<file path="src/pkg/supervisor_pkg.sv">
// constants, register map and state types for the supply supervisor with watchdog
package supervisor_pkg;
  // timebase
  localparam int CLK_HZ = 200_000_000;
  localparam int TICK_HZ = 1_000_000;
  localparam int TICK_CYCLES = CLK_HZ / TICK_HZ;
  // times as specified, and their counts in microsecond ticks
  localparam int T_RST_MS = 200;
  localparam int T_WD_OPEN_MS = 1600;
  localparam int T_WD_PULLUP_MS = 200;
  localparam int T_INIT_US = 390;
  localparam int T_SETUP_US = 140;
  localparam int RST_TICKS = T_RST_MS * 1000;
  localparam int WD_OPEN_TICKS = T_WD_OPEN_MS * 1000;
  localparam int WD_PULLUP_TICKS = T_WD_PULLUP_MS * 1000;
  localparam int INIT_PHASE_TICKS = T_INIT_US / 2;
  localparam int SETUP_TICKS = T_SETUP_US;
  // register byte offsets
  localparam logic [7:0] REG_CAP_TIMEOUT = 8'h00;
  localparam logic [7:0] REG_STATUS = 8'h04;
  localparam logic [7:0] REG_IRQ_STATUS = 8'h08;
  localparam logic [7:0] REG_IRQ_MASK = 8'h0C;
  localparam logic [31:0] CAP_TIMEOUT_RESET = 32'h0000_03E8;
  // status register fields
  localparam int ST_RST_OUT = 0;
  localparam int ST_FAULT = 1;
  localparam int ST_CLASS_LSB = 2;
  localparam int ST_CFG_DONE = 4;
  localparam int ST_WD_LIVE = 5;
  localparam int ST_SETUP = 6;
  localparam int ST_ENABLE = 7;
  // interrupt bits
  localparam int IRQ_W = 4;
  localparam int IRQ_WD_TIMEOUT = 0;
  localparam int IRQ_RST_ASSERT = 1;
  localparam int IRQ_RST_RELEASE = 2;
  localparam int IRQ_CFG_DONE = 3;
  localparam logic [IRQ_W-1:0] IRQ_MASK_RESET = 4'h0;
  // configuration pin classes
  localparam logic [1:0] CLS_OPEN = 2'h0;
  localparam logic [1:0] CLS_PULLUP = 2'h1;
  localparam logic [1:0] CLS_CAP = 2'h2;
  // bus answers
  localparam logic [1:0] RESP_OKAY = 2'h0;
  localparam logic [1:0] RESP_DECERR = 2'h3;
  typedef enum logic [1:0] {R_HOLD, R_DELAY, R_RUN} rst_state_t;
  typedef enum logic [1:0] {C_IDLE, C_SINK, C_SOURCE, C_DONE} cfg_state_t;
endpackage

</file>
<file path="src/design/interval_timer.sv">
// restartable down-counting interval timer stepped by a tick enable
`timescale 1ns/100ps
module interval_timer #(
  parameter int W = 32
) (
  input logic clock,
  input logic srst,
  input logic start,
  input logic stop,
  input logic tick,
  input logic [W-1:0] limit,
  output logic running,
  output logic [W-1:0] count,
  output logic expire
);
  // start wins over stop so a restart in the same cycle is never lost
  always_ff @(posedge clock) begin
    if (srst) begin
      running <= 1'b0;
      count <= '0;
      expire <= 1'b0;
    end else begin
      expire <= 1'b0;
      if (start) begin
        running <= 1'b1;
        count <= limit;
      end else if (stop) begin
        running <= 1'b0;
      end else if (running && tick) begin
        if (count <= W'(1)) begin
          running <= 1'b0;
          count <= '0;
          expire <= 1'b1;
        end else begin
          count <= count - W'(1);
        end
      end
    end
  end
endmodule

</file>
<file path="src/design/supply_supervisor_watchdog.sv">
// supply supervisor with reset delay, watchdog fault output and AXI4-Lite registers
//
// Overview of operation
// RL1 - reset output goes low whenever comparator reports supply below lower threshold
// RL2 - after supply recovers, reset stays low for the reset delay, then releases
// RL3 - reset delay is 200 ms; fault pulse uses the same period
// RL4 - each entry to valid supply classifies config pin as open, pull-up or capacitor
// RL5 - open pin gives 1600 ms timeout, pull-up gives 200 ms, when enabled
// RL6 - capacitor option takes its timeout from a software register
// RL7 - only kick falling edges count; each restarts the timeout; the code ignores kicks while a fault pulse is active
// RL8 - host must kick before the minimum timeout elapses
// RL9 - kick interval beyond the timeout pulls fault low, else fault stays high
// RL10 - an asserted fault stays low for the reset delay, then releases
// RL11 - a watchdog timeout never asserts the system reset
// RL12 - while reset is asserted, watchdog is off, kicks ignored, fault released
// RL13 - on reset release the watchdog resumes and listens to kicks again
// RL14 - reset asserting during a fault releases the fault at once
// RL15 - enable pin low keeps watchdog off, kicks ignored, fault never asserted
// RL16 - enable pin high runs the watchdog normally under reset gating
// RL17 - after enable rises, kicks are ignored for a 140 us set-up interval
// RL18 - below minimum operating supply, reset low, kicks ignored, fault released
// RL19 - comparator result, hysteresis included, arrives as a synchronised digital input
//
// The AXI4-Lite slave port and the register addresses were chosen for this implementation.
`timescale 1ns/100ps
module supply_supervisor_watchdog #(
  parameter int TW = 32,
  parameter int TICK_CYCLES = supervisor_pkg::TICK_CYCLES,
  parameter int RST_TICKS = supervisor_pkg::RST_TICKS,
  parameter int WD_OPEN_TICKS = supervisor_pkg::WD_OPEN_TICKS,
  parameter int WD_PULLUP_TICKS = supervisor_pkg::WD_PULLUP_TICKS,
  parameter int INIT_PHASE_TICKS = supervisor_pkg::INIT_PHASE_TICKS,
  parameter int SETUP_TICKS = supervisor_pkg::SETUP_TICKS
) (
  input logic CLOCK,
  input logic SRST,
  input logic UV_ABOVE,
  input logic VMIN_OK,
  input logic KICK_IN,
  input logic WD_ENABLE,
  input logic TIMEOUT_CFG_PIN,
  output logic TIMEOUT_CFG_SINK,
  output logic TIMEOUT_CFG_SOURCE,
  output logic SYS_RST_OUT_N,
  output logic SYS_RST_OE,
  output logic WD_FAULT_OUT_N,
  output logic WD_FAULT_OE,
  output logic IRQ,
  input logic [7:0] AWADDR,
  input logic AWVALID,
  output logic AWREADY,
  input logic [31:0] WDATA,
  input logic [3:0] WSTRB,
  input logic WVALID,
  output logic WREADY,
  output logic [1:0] BRESP,
  output logic BVALID,
  input logic BREADY,
  input logic [7:0] ARADDR,
  input logic ARVALID,
  output logic ARREADY,
  output logic [31:0] RDATA,
  output logic [1:0] RRESP,
  output logic RVALID,
  input logic RREADY
);
  logic [2:0] uv_sync, vmin_sync, en_sync, cfg_sync;
  logic [3:0] kick_sync;
  logic supply_good, en_s, en_prev, kick_fall, wd_live, supply_prev;
  logic [15:0] tick_cnt;
  logic us_tick;
  supervisor_pkg::rst_state_t rst_state;
  supervisor_pkg::cfg_state_t cfg_state;
  logic [1:0] cfg_class;
  logic [TW-1:0] cap_timeout, wd_limit, wd_count;
  logic rst_start, rst_expire, rst_running;
  logic init_start, init_expire, init_running;
  logic setup_running, setup_expire;
  logic wd_start, wd_stop, wd_running, wd_expire;
  logic flt_expire, flt_running;
  logic fault;
  localparam int IRQ_W_L = supervisor_pkg::IRQ_W;
  logic [IRQ_W_L-1:0] irq_status, irq_mask, irq_set, irq_clr;
  logic [7:0] aw_addr;
  logic [31:0] w_data;
  logic [3:0] w_strb;
  logic aw_got, w_got;

  // two stages before any logic looks at the pins; kick keeps a third for the edge
  always_ff @(posedge CLOCK) begin
    if (SRST) begin
      uv_sync <= 3'h0;
      vmin_sync <= 3'h0;
      en_sync <= 3'h0;
      cfg_sync <= 3'h0;
      kick_sync <= 4'h0;
    end else begin
      uv_sync <= {uv_sync[1:0], UV_ABOVE}; // [RL19]
      vmin_sync <= {vmin_sync[1:0], VMIN_OK};
      en_sync <= {en_sync[1:0], WD_ENABLE};
      cfg_sync <= {cfg_sync[1:0], TIMEOUT_CFG_PIN};
      kick_sync <= {kick_sync[2:0], KICK_IN};
    end
  end
  assign supply_good = uv_sync[1] && vmin_sync[1]; // [RL18]
  assign en_s = en_sync[1];
  assign en_prev = en_sync[2];
  assign kick_fall = kick_sync[2] && !kick_sync[1]; // [RL7]

  // microsecond tick; timers step on it, so each interval is short by under one tick
  always_ff @(posedge CLOCK) begin
    if (SRST) begin
      tick_cnt <= 16'h0000;
      us_tick <= 1'b0;
    end else if (tick_cnt == 16'(TICK_CYCLES - 1)) begin
      tick_cnt <= 16'h0000;
      us_tick <= 1'b1;
    end else begin
      tick_cnt <= tick_cnt + 16'h0001;
      us_tick <= 1'b0;
    end
  end

  // system reset: low on undervoltage, released after the delay; the watchdog never touches it [RL11]
  always_ff @(posedge CLOCK) begin
    if (SRST) begin
      rst_state <= supervisor_pkg::R_HOLD;
      SYS_RST_OUT_N <= 1'b0;
      SYS_RST_OE <= 1'b1;
      supply_prev <= 1'b0;
    end else begin
      supply_prev <= supply_good;
      if (!supply_good) begin
        rst_state <= supervisor_pkg::R_HOLD; // [RL1]
        SYS_RST_OUT_N <= 1'b0;
        SYS_RST_OE <= 1'b1;
      end else begin
        case (rst_state)
          supervisor_pkg::R_HOLD: rst_state <= supervisor_pkg::R_DELAY; // [RL2]
          supervisor_pkg::R_DELAY: begin
            if (rst_expire) begin
              rst_state <= supervisor_pkg::R_RUN; // [RL2]
              SYS_RST_OUT_N <= 1'b1;
              SYS_RST_OE <= 1'b0;
            end
          end
          supervisor_pkg::R_RUN: rst_state <= supervisor_pkg::R_RUN;
          default: rst_state <= supervisor_pkg::R_HOLD;
        endcase
      end
    end
  end
  assign rst_start = supply_good && (rst_state == supervisor_pkg::R_HOLD);

  interval_timer #(.W(TW)) rst_tmr (
    .clock(CLOCK), .srst(SRST), .start(rst_start), .stop(!supply_good), .tick(us_tick),
    .limit(TW'(RST_TICKS)), .running(rst_running), .count(), .expire(rst_expire) // [RL3]
  );

  // config pin probe: weak sink first (pull-up resistor wins), then weak source
  // (open pin rises at once, a capacitor is still charging when the phase ends)
  // the source phase is armed only for a low pin, so a pull-up leaves no stray phase running
  assign init_start = (supply_good && !supply_prev)
                      || (cfg_state == supervisor_pkg::C_SINK && init_expire && !cfg_sync[1]);
  always_ff @(posedge CLOCK) begin
    if (SRST) begin
      cfg_state <= supervisor_pkg::C_IDLE;
      cfg_class <= supervisor_pkg::CLS_OPEN;
      TIMEOUT_CFG_SINK <= 1'b0;
      TIMEOUT_CFG_SOURCE <= 1'b0;
    end else if (!supply_good) begin
      cfg_state <= supervisor_pkg::C_IDLE;
      TIMEOUT_CFG_SINK <= 1'b0;
      TIMEOUT_CFG_SOURCE <= 1'b0;
    end else begin
      case (cfg_state)
        supervisor_pkg::C_IDLE: begin
          if (!supply_prev) begin
            cfg_state <= supervisor_pkg::C_SINK; // [RL4]
            TIMEOUT_CFG_SINK <= 1'b1;
          end
        end
        supervisor_pkg::C_SINK: begin
          if (init_expire) begin
            TIMEOUT_CFG_SINK <= 1'b0;
            if (cfg_sync[1]) begin
              cfg_class <= supervisor_pkg::CLS_PULLUP; // [RL4]
              cfg_state <= supervisor_pkg::C_DONE;
            end else begin
              cfg_state <= supervisor_pkg::C_SOURCE;
              TIMEOUT_CFG_SOURCE <= 1'b1;
            end
          end
        end
        supervisor_pkg::C_SOURCE: begin
          if (init_expire) begin
            TIMEOUT_CFG_SOURCE <= 1'b0;
            cfg_class <= cfg_sync[1] ? supervisor_pkg::CLS_OPEN : supervisor_pkg::CLS_CAP; // [RL4]
            cfg_state <= supervisor_pkg::C_DONE;
          end
        end
        supervisor_pkg::C_DONE: cfg_state <= supervisor_pkg::C_DONE;
        default: cfg_state <= supervisor_pkg::C_IDLE;
      endcase
    end
  end

  interval_timer #(.W(TW)) init_tmr (
    .clock(CLOCK), .srst(SRST), .start(init_start), .stop(!supply_good), .tick(us_tick),
    .limit(TW'(INIT_PHASE_TICKS)), .running(init_running), .count(), .expire(init_expire)
  );

  // kicks are deaf for the set-up interval after the enable pin rises
  interval_timer #(.W(TW)) setup_tmr (
    .clock(CLOCK), .srst(SRST), .start(en_s && !en_prev), .stop(!en_s), .tick(us_tick),
    .limit(TW'(SETUP_TICKS)), .running(setup_running), .count(), .expire(setup_expire) // [RL17]
  );

  // watchdog runs only out of reset, enabled, and with the pin classified
  assign wd_live = supply_good && rst_state == supervisor_pkg::R_RUN && en_s
                   && cfg_state == supervisor_pkg::C_DONE; // [RL12] [RL13] [RL15] [RL16]
  always_comb begin
    case (cfg_class)
      supervisor_pkg::CLS_OPEN: wd_limit = TW'(WD_OPEN_TICKS); // [RL5]
      supervisor_pkg::CLS_PULLUP: wd_limit = TW'(WD_PULLUP_TICKS); // [RL5]
      default: wd_limit = cap_timeout; // [RL6]
    endcase
  end
  // restart on a kick, on going live, and when a fault pulse ends
  assign wd_start = wd_live && !fault && ((kick_fall && !setup_running) || !wd_running) && !wd_expire; // [RL7]
  assign wd_stop = !wd_live;

  interval_timer #(.W(TW)) wd_tmr (
    .clock(CLOCK), .srst(SRST), .start(wd_start), .stop(wd_stop), .tick(us_tick),
    .limit(wd_limit), .running(wd_running), .count(wd_count), .expire(wd_expire)
  );

  // fault pulse; leaving the live state drops it at once
  always_ff @(posedge CLOCK) begin
    if (SRST) begin
      fault <= 1'b0;
      WD_FAULT_OUT_N <= 1'b1;
      WD_FAULT_OE <= 1'b0;
    end else if (!wd_live) begin
      fault <= 1'b0; // [RL12] [RL14] [RL15] [RL18]
      WD_FAULT_OUT_N <= 1'b1;
      WD_FAULT_OE <= 1'b0;
    end else if (wd_expire) begin
      fault <= 1'b1; // [RL9]
      WD_FAULT_OUT_N <= 1'b0;
      WD_FAULT_OE <= 1'b1;
    end else if (flt_expire) begin
      fault <= 1'b0; // [RL10]
      WD_FAULT_OUT_N <= 1'b1;
      WD_FAULT_OE <= 1'b0;
    end
  end

  interval_timer #(.W(TW)) flt_tmr (
    .clock(CLOCK), .srst(SRST), .start(wd_live && wd_expire), .stop(!wd_live), .tick(us_tick),
    .limit(TW'(RST_TICKS)), .running(flt_running), .count(), .expire(flt_expire) // [RL10]
  );

  // interrupts: sticky, cleared by reading, a new event in the read cycle survives
  always_comb begin
    irq_set = '0;
    irq_set[supervisor_pkg::IRQ_WD_TIMEOUT] = wd_live && wd_expire;
    irq_set[supervisor_pkg::IRQ_RST_ASSERT] = !supply_good && rst_state != supervisor_pkg::R_HOLD;
    irq_set[supervisor_pkg::IRQ_RST_RELEASE] = supply_good && rst_state == supervisor_pkg::R_DELAY && rst_expire;
    irq_set[supervisor_pkg::IRQ_CFG_DONE] = init_expire && cfg_state != supervisor_pkg::C_IDLE
                                            && (cfg_state == supervisor_pkg::C_SOURCE || cfg_sync[1]);
    irq_clr = (ARVALID && ARREADY && ARADDR == supervisor_pkg::REG_IRQ_STATUS) ? irq_status : '0;
  end
  always_ff @(posedge CLOCK) begin
    if (SRST) begin
      irq_status <= '0;
      IRQ <= 1'b0;
    end else begin
      irq_status <= (irq_status & ~irq_clr) | irq_set;
      IRQ <= |(irq_status & irq_mask);
    end
  end

  // write channel: address and data taken in either order, answer after both
  always_ff @(posedge CLOCK) begin
    if (SRST) begin
      AWREADY <= 1'b0;
      WREADY <= 1'b0;
      BVALID <= 1'b0;
      BRESP <= supervisor_pkg::RESP_OKAY;
      aw_got <= 1'b0;
      w_got <= 1'b0;
      aw_addr <= 8'h00;
      w_data <= 32'h0000_0000;
      w_strb <= 4'h0;
      cap_timeout <= TW'(supervisor_pkg::CAP_TIMEOUT_RESET);
      irq_mask <= supervisor_pkg::IRQ_MASK_RESET;
    end else begin
      if (AWREADY && AWVALID) begin
        AWREADY <= 1'b0;
        aw_got <= 1'b1;
        aw_addr <= AWADDR;
      end else if (!aw_got && !BVALID) begin
        AWREADY <= 1'b1;
      end
      if (WREADY && WVALID) begin
        WREADY <= 1'b0;
        w_got <= 1'b1;
        w_data <= WDATA;
        w_strb <= WSTRB;
      end else if (!w_got && !BVALID) begin
        WREADY <= 1'b1;
      end
      if (BVALID && BREADY) begin
        BVALID <= 1'b0;
      end else if (aw_got && w_got && !BVALID) begin
        aw_got <= 1'b0;
        w_got <= 1'b0;
        BVALID <= 1'b1;
        BRESP <= supervisor_pkg::RESP_OKAY;
        case (aw_addr)
          supervisor_pkg::REG_CAP_TIMEOUT: begin
            for (int b = 0; b < 4; b++) begin
              if (w_strb[b]) cap_timeout[8*b +: 8] <= w_data[8*b +: 8]; // [RL6]
            end
          end
          supervisor_pkg::REG_IRQ_MASK: begin
            if (w_strb[0]) irq_mask <= w_data[IRQ_W_L-1:0];
          end
          supervisor_pkg::REG_STATUS, supervisor_pkg::REG_IRQ_STATUS: BRESP <= supervisor_pkg::RESP_OKAY;
          default: BRESP <= supervisor_pkg::RESP_DECERR;
        endcase
      end
    end
  end

  // read channel
  always_ff @(posedge CLOCK) begin
    if (SRST) begin
      ARREADY <= 1'b0;
      RVALID <= 1'b0;
      RDATA <= 32'h0000_0000;
      RRESP <= supervisor_pkg::RESP_OKAY;
    end else if (ARREADY && ARVALID) begin
      ARREADY <= 1'b0;
      RVALID <= 1'b1;
      RRESP <= supervisor_pkg::RESP_OKAY;
      RDATA <= 32'h0000_0000;
      case (ARADDR)
        supervisor_pkg::REG_CAP_TIMEOUT: RDATA <= 32'(cap_timeout);
        supervisor_pkg::REG_STATUS: begin
          RDATA[supervisor_pkg::ST_RST_OUT] <= SYS_RST_OUT_N;
          RDATA[supervisor_pkg::ST_FAULT] <= fault;
          RDATA[supervisor_pkg::ST_CLASS_LSB +: 2] <= cfg_class;
          RDATA[supervisor_pkg::ST_CFG_DONE] <= cfg_state == supervisor_pkg::C_DONE;
          RDATA[supervisor_pkg::ST_WD_LIVE] <= wd_live;
          RDATA[supervisor_pkg::ST_SETUP] <= setup_running;
          RDATA[supervisor_pkg::ST_ENABLE] <= en_s;
        end
        supervisor_pkg::REG_IRQ_STATUS: RDATA[IRQ_W_L-1:0] <= irq_status;
        supervisor_pkg::REG_IRQ_MASK: RDATA[IRQ_W_L-1:0] <= irq_mask;
        default: RRESP <= supervisor_pkg::RESP_DECERR;
      endcase
    end else if (RVALID && RREADY) begin
      RVALID <= 1'b0;
    end else if (!RVALID) begin
      ARREADY <= 1'b1;
    end
  end

  logic [31:0] delay_cycles;
  always_ff @(posedge CLOCK) begin
    if (SRST || rst_state != supervisor_pkg::R_DELAY) delay_cycles <= 32'h0000_0000;
    else delay_cycles <= delay_cycles + 32'h0000_0001;
  end
endmodule

</file>
<file path="config.mk">
export PLATFORM = sky130hd
export DESIGN_NAME = supply_supervisor_watchdog
export DESIGN_NICKNAME = d
export VERILOG_FILES = /design/src/pkg/supervisor_pkg.sv /design/src/design/interval_timer.sv /design/src/design/supply_supervisor_watchdog.sv
export SDC_FILE = /design/constraint.sdc
export NUM_CORES = 1
export LEC_CHECK = 0
export ABC_AREA = 1
export BUFFER_PORTS_ARGS = -buffer_cell sky130_fd_sc_hd__clkbuf_2
export CAP_MARGIN = 20
export CORE_MARGIN = 2
export CORE_UTILIZATION = 30
export CTS_CLUSTER_SIZE = 24
export DETAILED_ROUTE_END_ITERATION = 8
export PLACE_DENSITY_LB_ADDON = 0.2
export SLEW_MARGIN = 20
export SYNTH_ARGS = -nofsm -noshare
export SYNTH_HDL_FRONTEND = slang
export SYNTH_HIERARCHICAL = 1
export SYNTH_SLANG_ARGS = --single-unit
</file>
<file path="constraint.sdc">
create_clock -name CLOCK -period 2.35 [get_ports CLOCK]
set_input_delay 0.1175 -clock CLOCK [delete_from_list [all_inputs] [get_ports CLOCK]]
set_output_delay 0.1175 -clock CLOCK [all_outputs]
set_load 0.03 [all_outputs]
</file>
* Yosys cells after proc, flatten, opt, wreduce, memory -nomap -nowiden
Index checks and enable logic that the tools add are counted.
** Word-level totals
- Bits in registers :: 339
- Latch bits :: 0
- Memory bits (writable) :: 0
- Memory bits (read-only) :: 0
- Input bits :: 64
- Output and inout port bits :: 48
- Word-level logic and storage cells :: 305
- Memories :: 0
** Operators by class
- $add $sub $neg :: 6
- Multipliers :: 0
- Divide/modulo/power cells :: 0
- Order comparisons :: 5
- Equal/unequal tests :: 29
- Shifts and indexed selects :: 0
- Multiplexer cells :: 82
- Bitwise logic cells :: 13
- Reduce and logical (&&, ||, !) cells :: 115
** Operators by type and width (count)
- $mux 32 :: 8
- $le 32x1->1 const B :: 5
- $sub 32x1->32 const B :: 5
- $mux 18 :: 6
- $pmux 32 s2 :: 1
- $mux 8 :: 6
- $mux 1 :: 42
- $logic_and 1x1->1 :: 35
- $reduce_and 2->1 :: 17
- $eq 8x4->1 const B :: 4
- $reduce_bool 2->1 :: 16
- $ne 3x1->1 const B :: 10
- $reduce_or 4->1 :: 7
- $mux 24 :: 1
- $reduce_and 4->1 :: 6
- $reduce_or 2->1 :: 11
- $mux 2 :: 10
- $add 16x1->16 const B :: 1
- $eq 16x8->1 const B :: 1
- $eq 8x3->1 const B :: 2
- $logic_not 8->1 :: 2
- $pmux 4 s4 :: 1
- $logic_not 1->1 :: 12
- $not 1->1 :: 9
- 17 further kinds :: 32

* Logic depth before layout (Yosys ltp)
- Depth after elaboration :: 9
- Depth in mapped cells :: 16

* Hierarchy
Netlist, hierarchy kept.
** By module, submodules not included
- interval_timer (flt_tmr ...) :: instances 4, cells each 369, area each 2384.8 um^2
- supply_supervisor_watchdog :: instances 1, cells each 924, area each 6751.5 um^2
- interval_timer (wd_tmr) :: instances 1, cells each 369, area each 2368.5 um^2

* Least setup slack after synthesis
Ideal clock, no wire load.
- Path kind :: register -> register
- From :: reg rst_state[0]
- To :: reg wd_tmr.count[12]
- Data arrival time :: 2.131 ns
- Path slack :: 0.087 ns
- Cell stages (with the launch flop) :: 15
- Path buffers :: 1
- Cell sequence :: dfxtp_1 > inv_1 > ha_1 > nand2_1 > nor3_1 > inv_1 > a2111oi_0 > buf_2 > inv_2 > nand2_4 > inv_2 > nor2_4 > a21boi_0 > o21ai_0 > a21oi_1
** On the way
- Cells in the longest elaborated chain, start to end :: 9
- Elaborated cells on any way between the ends :: 11
- Those cells by class :: eq/ne (1); mux (1); reduce/logical (9)
** RTL lines
- start: declaration :: line supply_supervisor_watchdog.sv:72 : supervisor_pkg::rst_state_t rst_state;
- start signal: assignment :: line supply_supervisor_watchdog.sv:127 : rst_state <= supervisor_pkg::R_HOLD;
- start signal: assignment :: line supply_supervisor_watchdog.sv:134 : rst_state <= supervisor_pkg::R_HOLD;
- start signal: assignment :: line supply_supervisor_watchdog.sv:139 : supervisor_pkg::R_HOLD: rst_state <= supervisor_pkg::R_DELAY;
- $eq 2x2->1 (*) :: line supply_supervisor_watchdog.sv:220 : assign wd_live = supply_good && rst_state == supervisor_pkg::R_RUN && en_s
- $logic_and 1x1->1 (*) (2 in series) :: line supply_supervisor_watchdog.sv:220
- $logic_and 1x1->1 (*) :: line supply_supervisor_watchdog.sv:221 : && cfg_state == supervisor_pkg::C_DONE;
- $logic_and 1x1->1 (*) (3 in series) :: line supply_supervisor_watchdog.sv:230 : assign wd_start = wd_live && !fault && ((kick_fall && !setup_running) || !wd_running) && !wd_expire;
- via wd_start :: line supply_supervisor_watchdog.sv:79 : logic wd_start, wd_stop, wd_running, wd_expire;
- $reduce_bool 2->1 (no line)
- $reduce_and 2->1 (no line)
- end signal: assignment :: line interval_timer.sv:26 : count <= limit;
- end signal: assignment :: line interval_timer.sv:35 : count <= count - W'(1);
- end: declaration :: line interval_timer.sv:13 : output logic [W-1:0] count,
The timed path passes the listed nets; every way through them passes the cells marked *.
A chain may end at the register's enable or synchronous reset.

* Worst setup path after layout
- From :: reg rst_state[1]
- To :: reg wd_tmr.count[3]
Same word-level chain as after synthesis.

==> flow_summary.yaml <==
cells_and_area:
  drive_above_1_share_pct: 13.9
  final_net_count: 3128
  design_area_um2: 22700
  area_growth_pct: 21.6
  final_util_pct: 36.8
worst_setup_path:
  required_ns: 2.84
  crit_start: "rst_state[1]$_SDFFE_PP0P_"
  worstSetupStartpointType: "flip-flop"
  critical_path.endpoint: "wd_tmr/count[3]$_SDFFE_PP0P_"
  r2r_setup_slack_ns: 0.12
  critPathKind: "flip-flop to flip-flop"
  critPathArrivalTime_ns: 2.72
  regToRegEndpoint: "wd_tmr/count[3]$_SDFFE_PP0P_"
  end_kind: "flip-flop"
  critPathMaxFanout: 8
  ff2ff_path_depth: 13
  timing.rr.start: "rst_state[1]$_SDFFE_PP0P_"
clock_network:
  clk_path_buf_depth: 3
  clkSinkCount: 337
  htreeDepth: 2
  cts_tree: "built"
  clkTransAtPathRegs_ns: 0.06
  insertion_delay_ns: 0.58
  root_buffer: "clkbuf_16"
  numCtsBuffers: 41
timing:
  tns_ns: 0
  hold_violations: 0
  slew_violations: 0
  fmax_mhz: 448
  worst_slew_pin_slew_ns: 0.715
  min_period_over_period_pct: 95.1
  whs_ns: 0.0367
  min_period_ns: 2.23
  fin_worst_skew_ns: 0.0246
  slew_headroom_pct: 52.3
  setup_viol: 0
  rsz0062_at_grt: "true"
synth:
  synth_area_um2: 18600
  yosysWarnings: 6
  postSynthAreaPerCell_um2: 6.73
  syn_inst: 2767
global_route:
  grt_use_total_pct: 17.3
  grt_pass1_wl_mm: 89.9
  grt.overflow.total: 0
  grt_pass1_vias: 16900
  antenna_found_initial: 4
  grt_max_degree: 148
hold_path:
  hold_path.class: "input port to flip-flop"
  worstHoldPathCells: 4
power:
  p_leak_nw: 10.4
  p_per_area_nw_per_um2: 635
  vdd_ir_drop_max_mv: 0.426
  power.total_mw: 14.4
drt:
  drtPass1Iterations: 5
  avgViaCountPerCell: 4.54
  drcViolationCount: 0
  drtIter0Drc: 1041
  ant_nets: 0
  routed_wl_mm: 54.8
  vias: 17800
  wire_per_inst_um: 14.0
floorplanning:
  initial_utilization_pct: 30.2
  pin_count: 112
  core_area_um2: 61600
  die_width_um: 253
  num_rows: 91
  die_area_um2: 64100
  die_h_um: 253
place:
  dp_hpwl_mm: 39.6
  dpl-instance-area_um2: 20600
  place_congestion: 0.897
  io_buffers: 111
job:
  drv_cap: 0
run_status:
  status: "completed"
worst max-delay path: stages (launching register included):
cell        delay, ns
dfxtp_1          0.38
ha_4             0.14
nand2_2          0.05
nor3_2           0.11
buf_4            0.16
clkinvlp_4       0.13
a2111oi_4        0.33
inv_2            0.09
nand2_4          0.14
clkinv_8         0.09
buf_4            0.18
o21bai_1         0.13
nand3_1          0.10
a21oi_1          0.13
per-layer routing:
layer | GRT usage (%) | part of all wire, % | up-vias
li1 | - | - | 9425
met1 | 24.3 | 50 | 8013
met3 | 2.78 | 4.1 | 73
met2 | 27.2 | 43 | 263
met4 | 4.85 | 2.2 | 4
met5 | 0 | 0.049 | -
through the flow:
stage / std cells / worst slack (ns)
detailed placement: 3782 / 0.0747
finish: 3914 / 0.116
global route: 3914 / -0.0401
floorplan: 2893 / 0.0871
global placement: 3782 / 0.0210
CTS: 3910 / 0.0774
worst min-delay path by stage:
stage                         start                       to  slack (ns)
floorplan           TIMEOUT_CFG_PIN   cfg_sync[0]$_SDFF_PP0_        0.22
global placement    TIMEOUT_CFG_PIN   cfg_sync[0]$_SDFF_PP0_        0.33
detailed placement          KICK_IN  kick_sync[0]$_SDFF_PP0_        0.33
CTS                         ARVALID      RVALID$_SDFFE_PP0P_       0.001
global route                ARVALID      RVALID$_SDFFE_PP0P_        0.06
finish                      ARVALID      RVALID$_SDFFE_PP0P_        0.04
power breakdown:
group | internal, mW | total [mW] | switching (mW)
clock network | 3.85 | 6.45 | 2.60
logic | 0.670 | 1.91 | 1.24
registers | 5.88 | 6.02 | 0.136
flip-flops by register name, summed over array words and instances, names as in the netlist, 2 cells and up:
signal,count
vmin_sync,2
aw_addr,8
cfg_class,2
rst_tmr/count,32
init_tmr/count,32
irq_mask,4
en_sync,3
RDATA,32
wd_tmr/count,32
setup_tmr/count,32
cfg_sync,2
w_data,32
flt_tmr/count,32
tick_cnt,16
kick_sync,3
cap_timeout,32
irq_status,4
uv_sync,2
cfg_state,2
rst_state,2
w_strb,4
placed cells by master, fill, tap and decap left out, types with 58 or more instances in the layout:
cell / n
dfxtp_1: 336
nor2_2: 60
nand4_1: 67
a22oi_1: 65
inv_1: 227
nand3_1: 150
o21ai_0: 130
nand2_1: 625
dlygate4sd3_1: 58
clkbuf_2: 110
nor2_1: 437
a21oi_1: 212
conb_1: 128
final cells by class:
class | count | area [µm²]
sequential | 337 | 6750
timing repair buffer | 215 | 1530
inverter | 253 | 966
antenna | 1 | 2.50
clock buffer | 57 | 1190
tap | 837 | 1050
clock inverter | 13 | 170
multi-input combinational | 2201 | 11000
fill | 6795 | 38900
timing repair:
item                                    CTS  global route
hold endpoints to repair                 70             0
buffers inserted                          0             3
hold buffers                             58             0
endpoints found under the setup margin    0            21
gates resized for setup                   0            16
(Power assumes the default switching activity.)
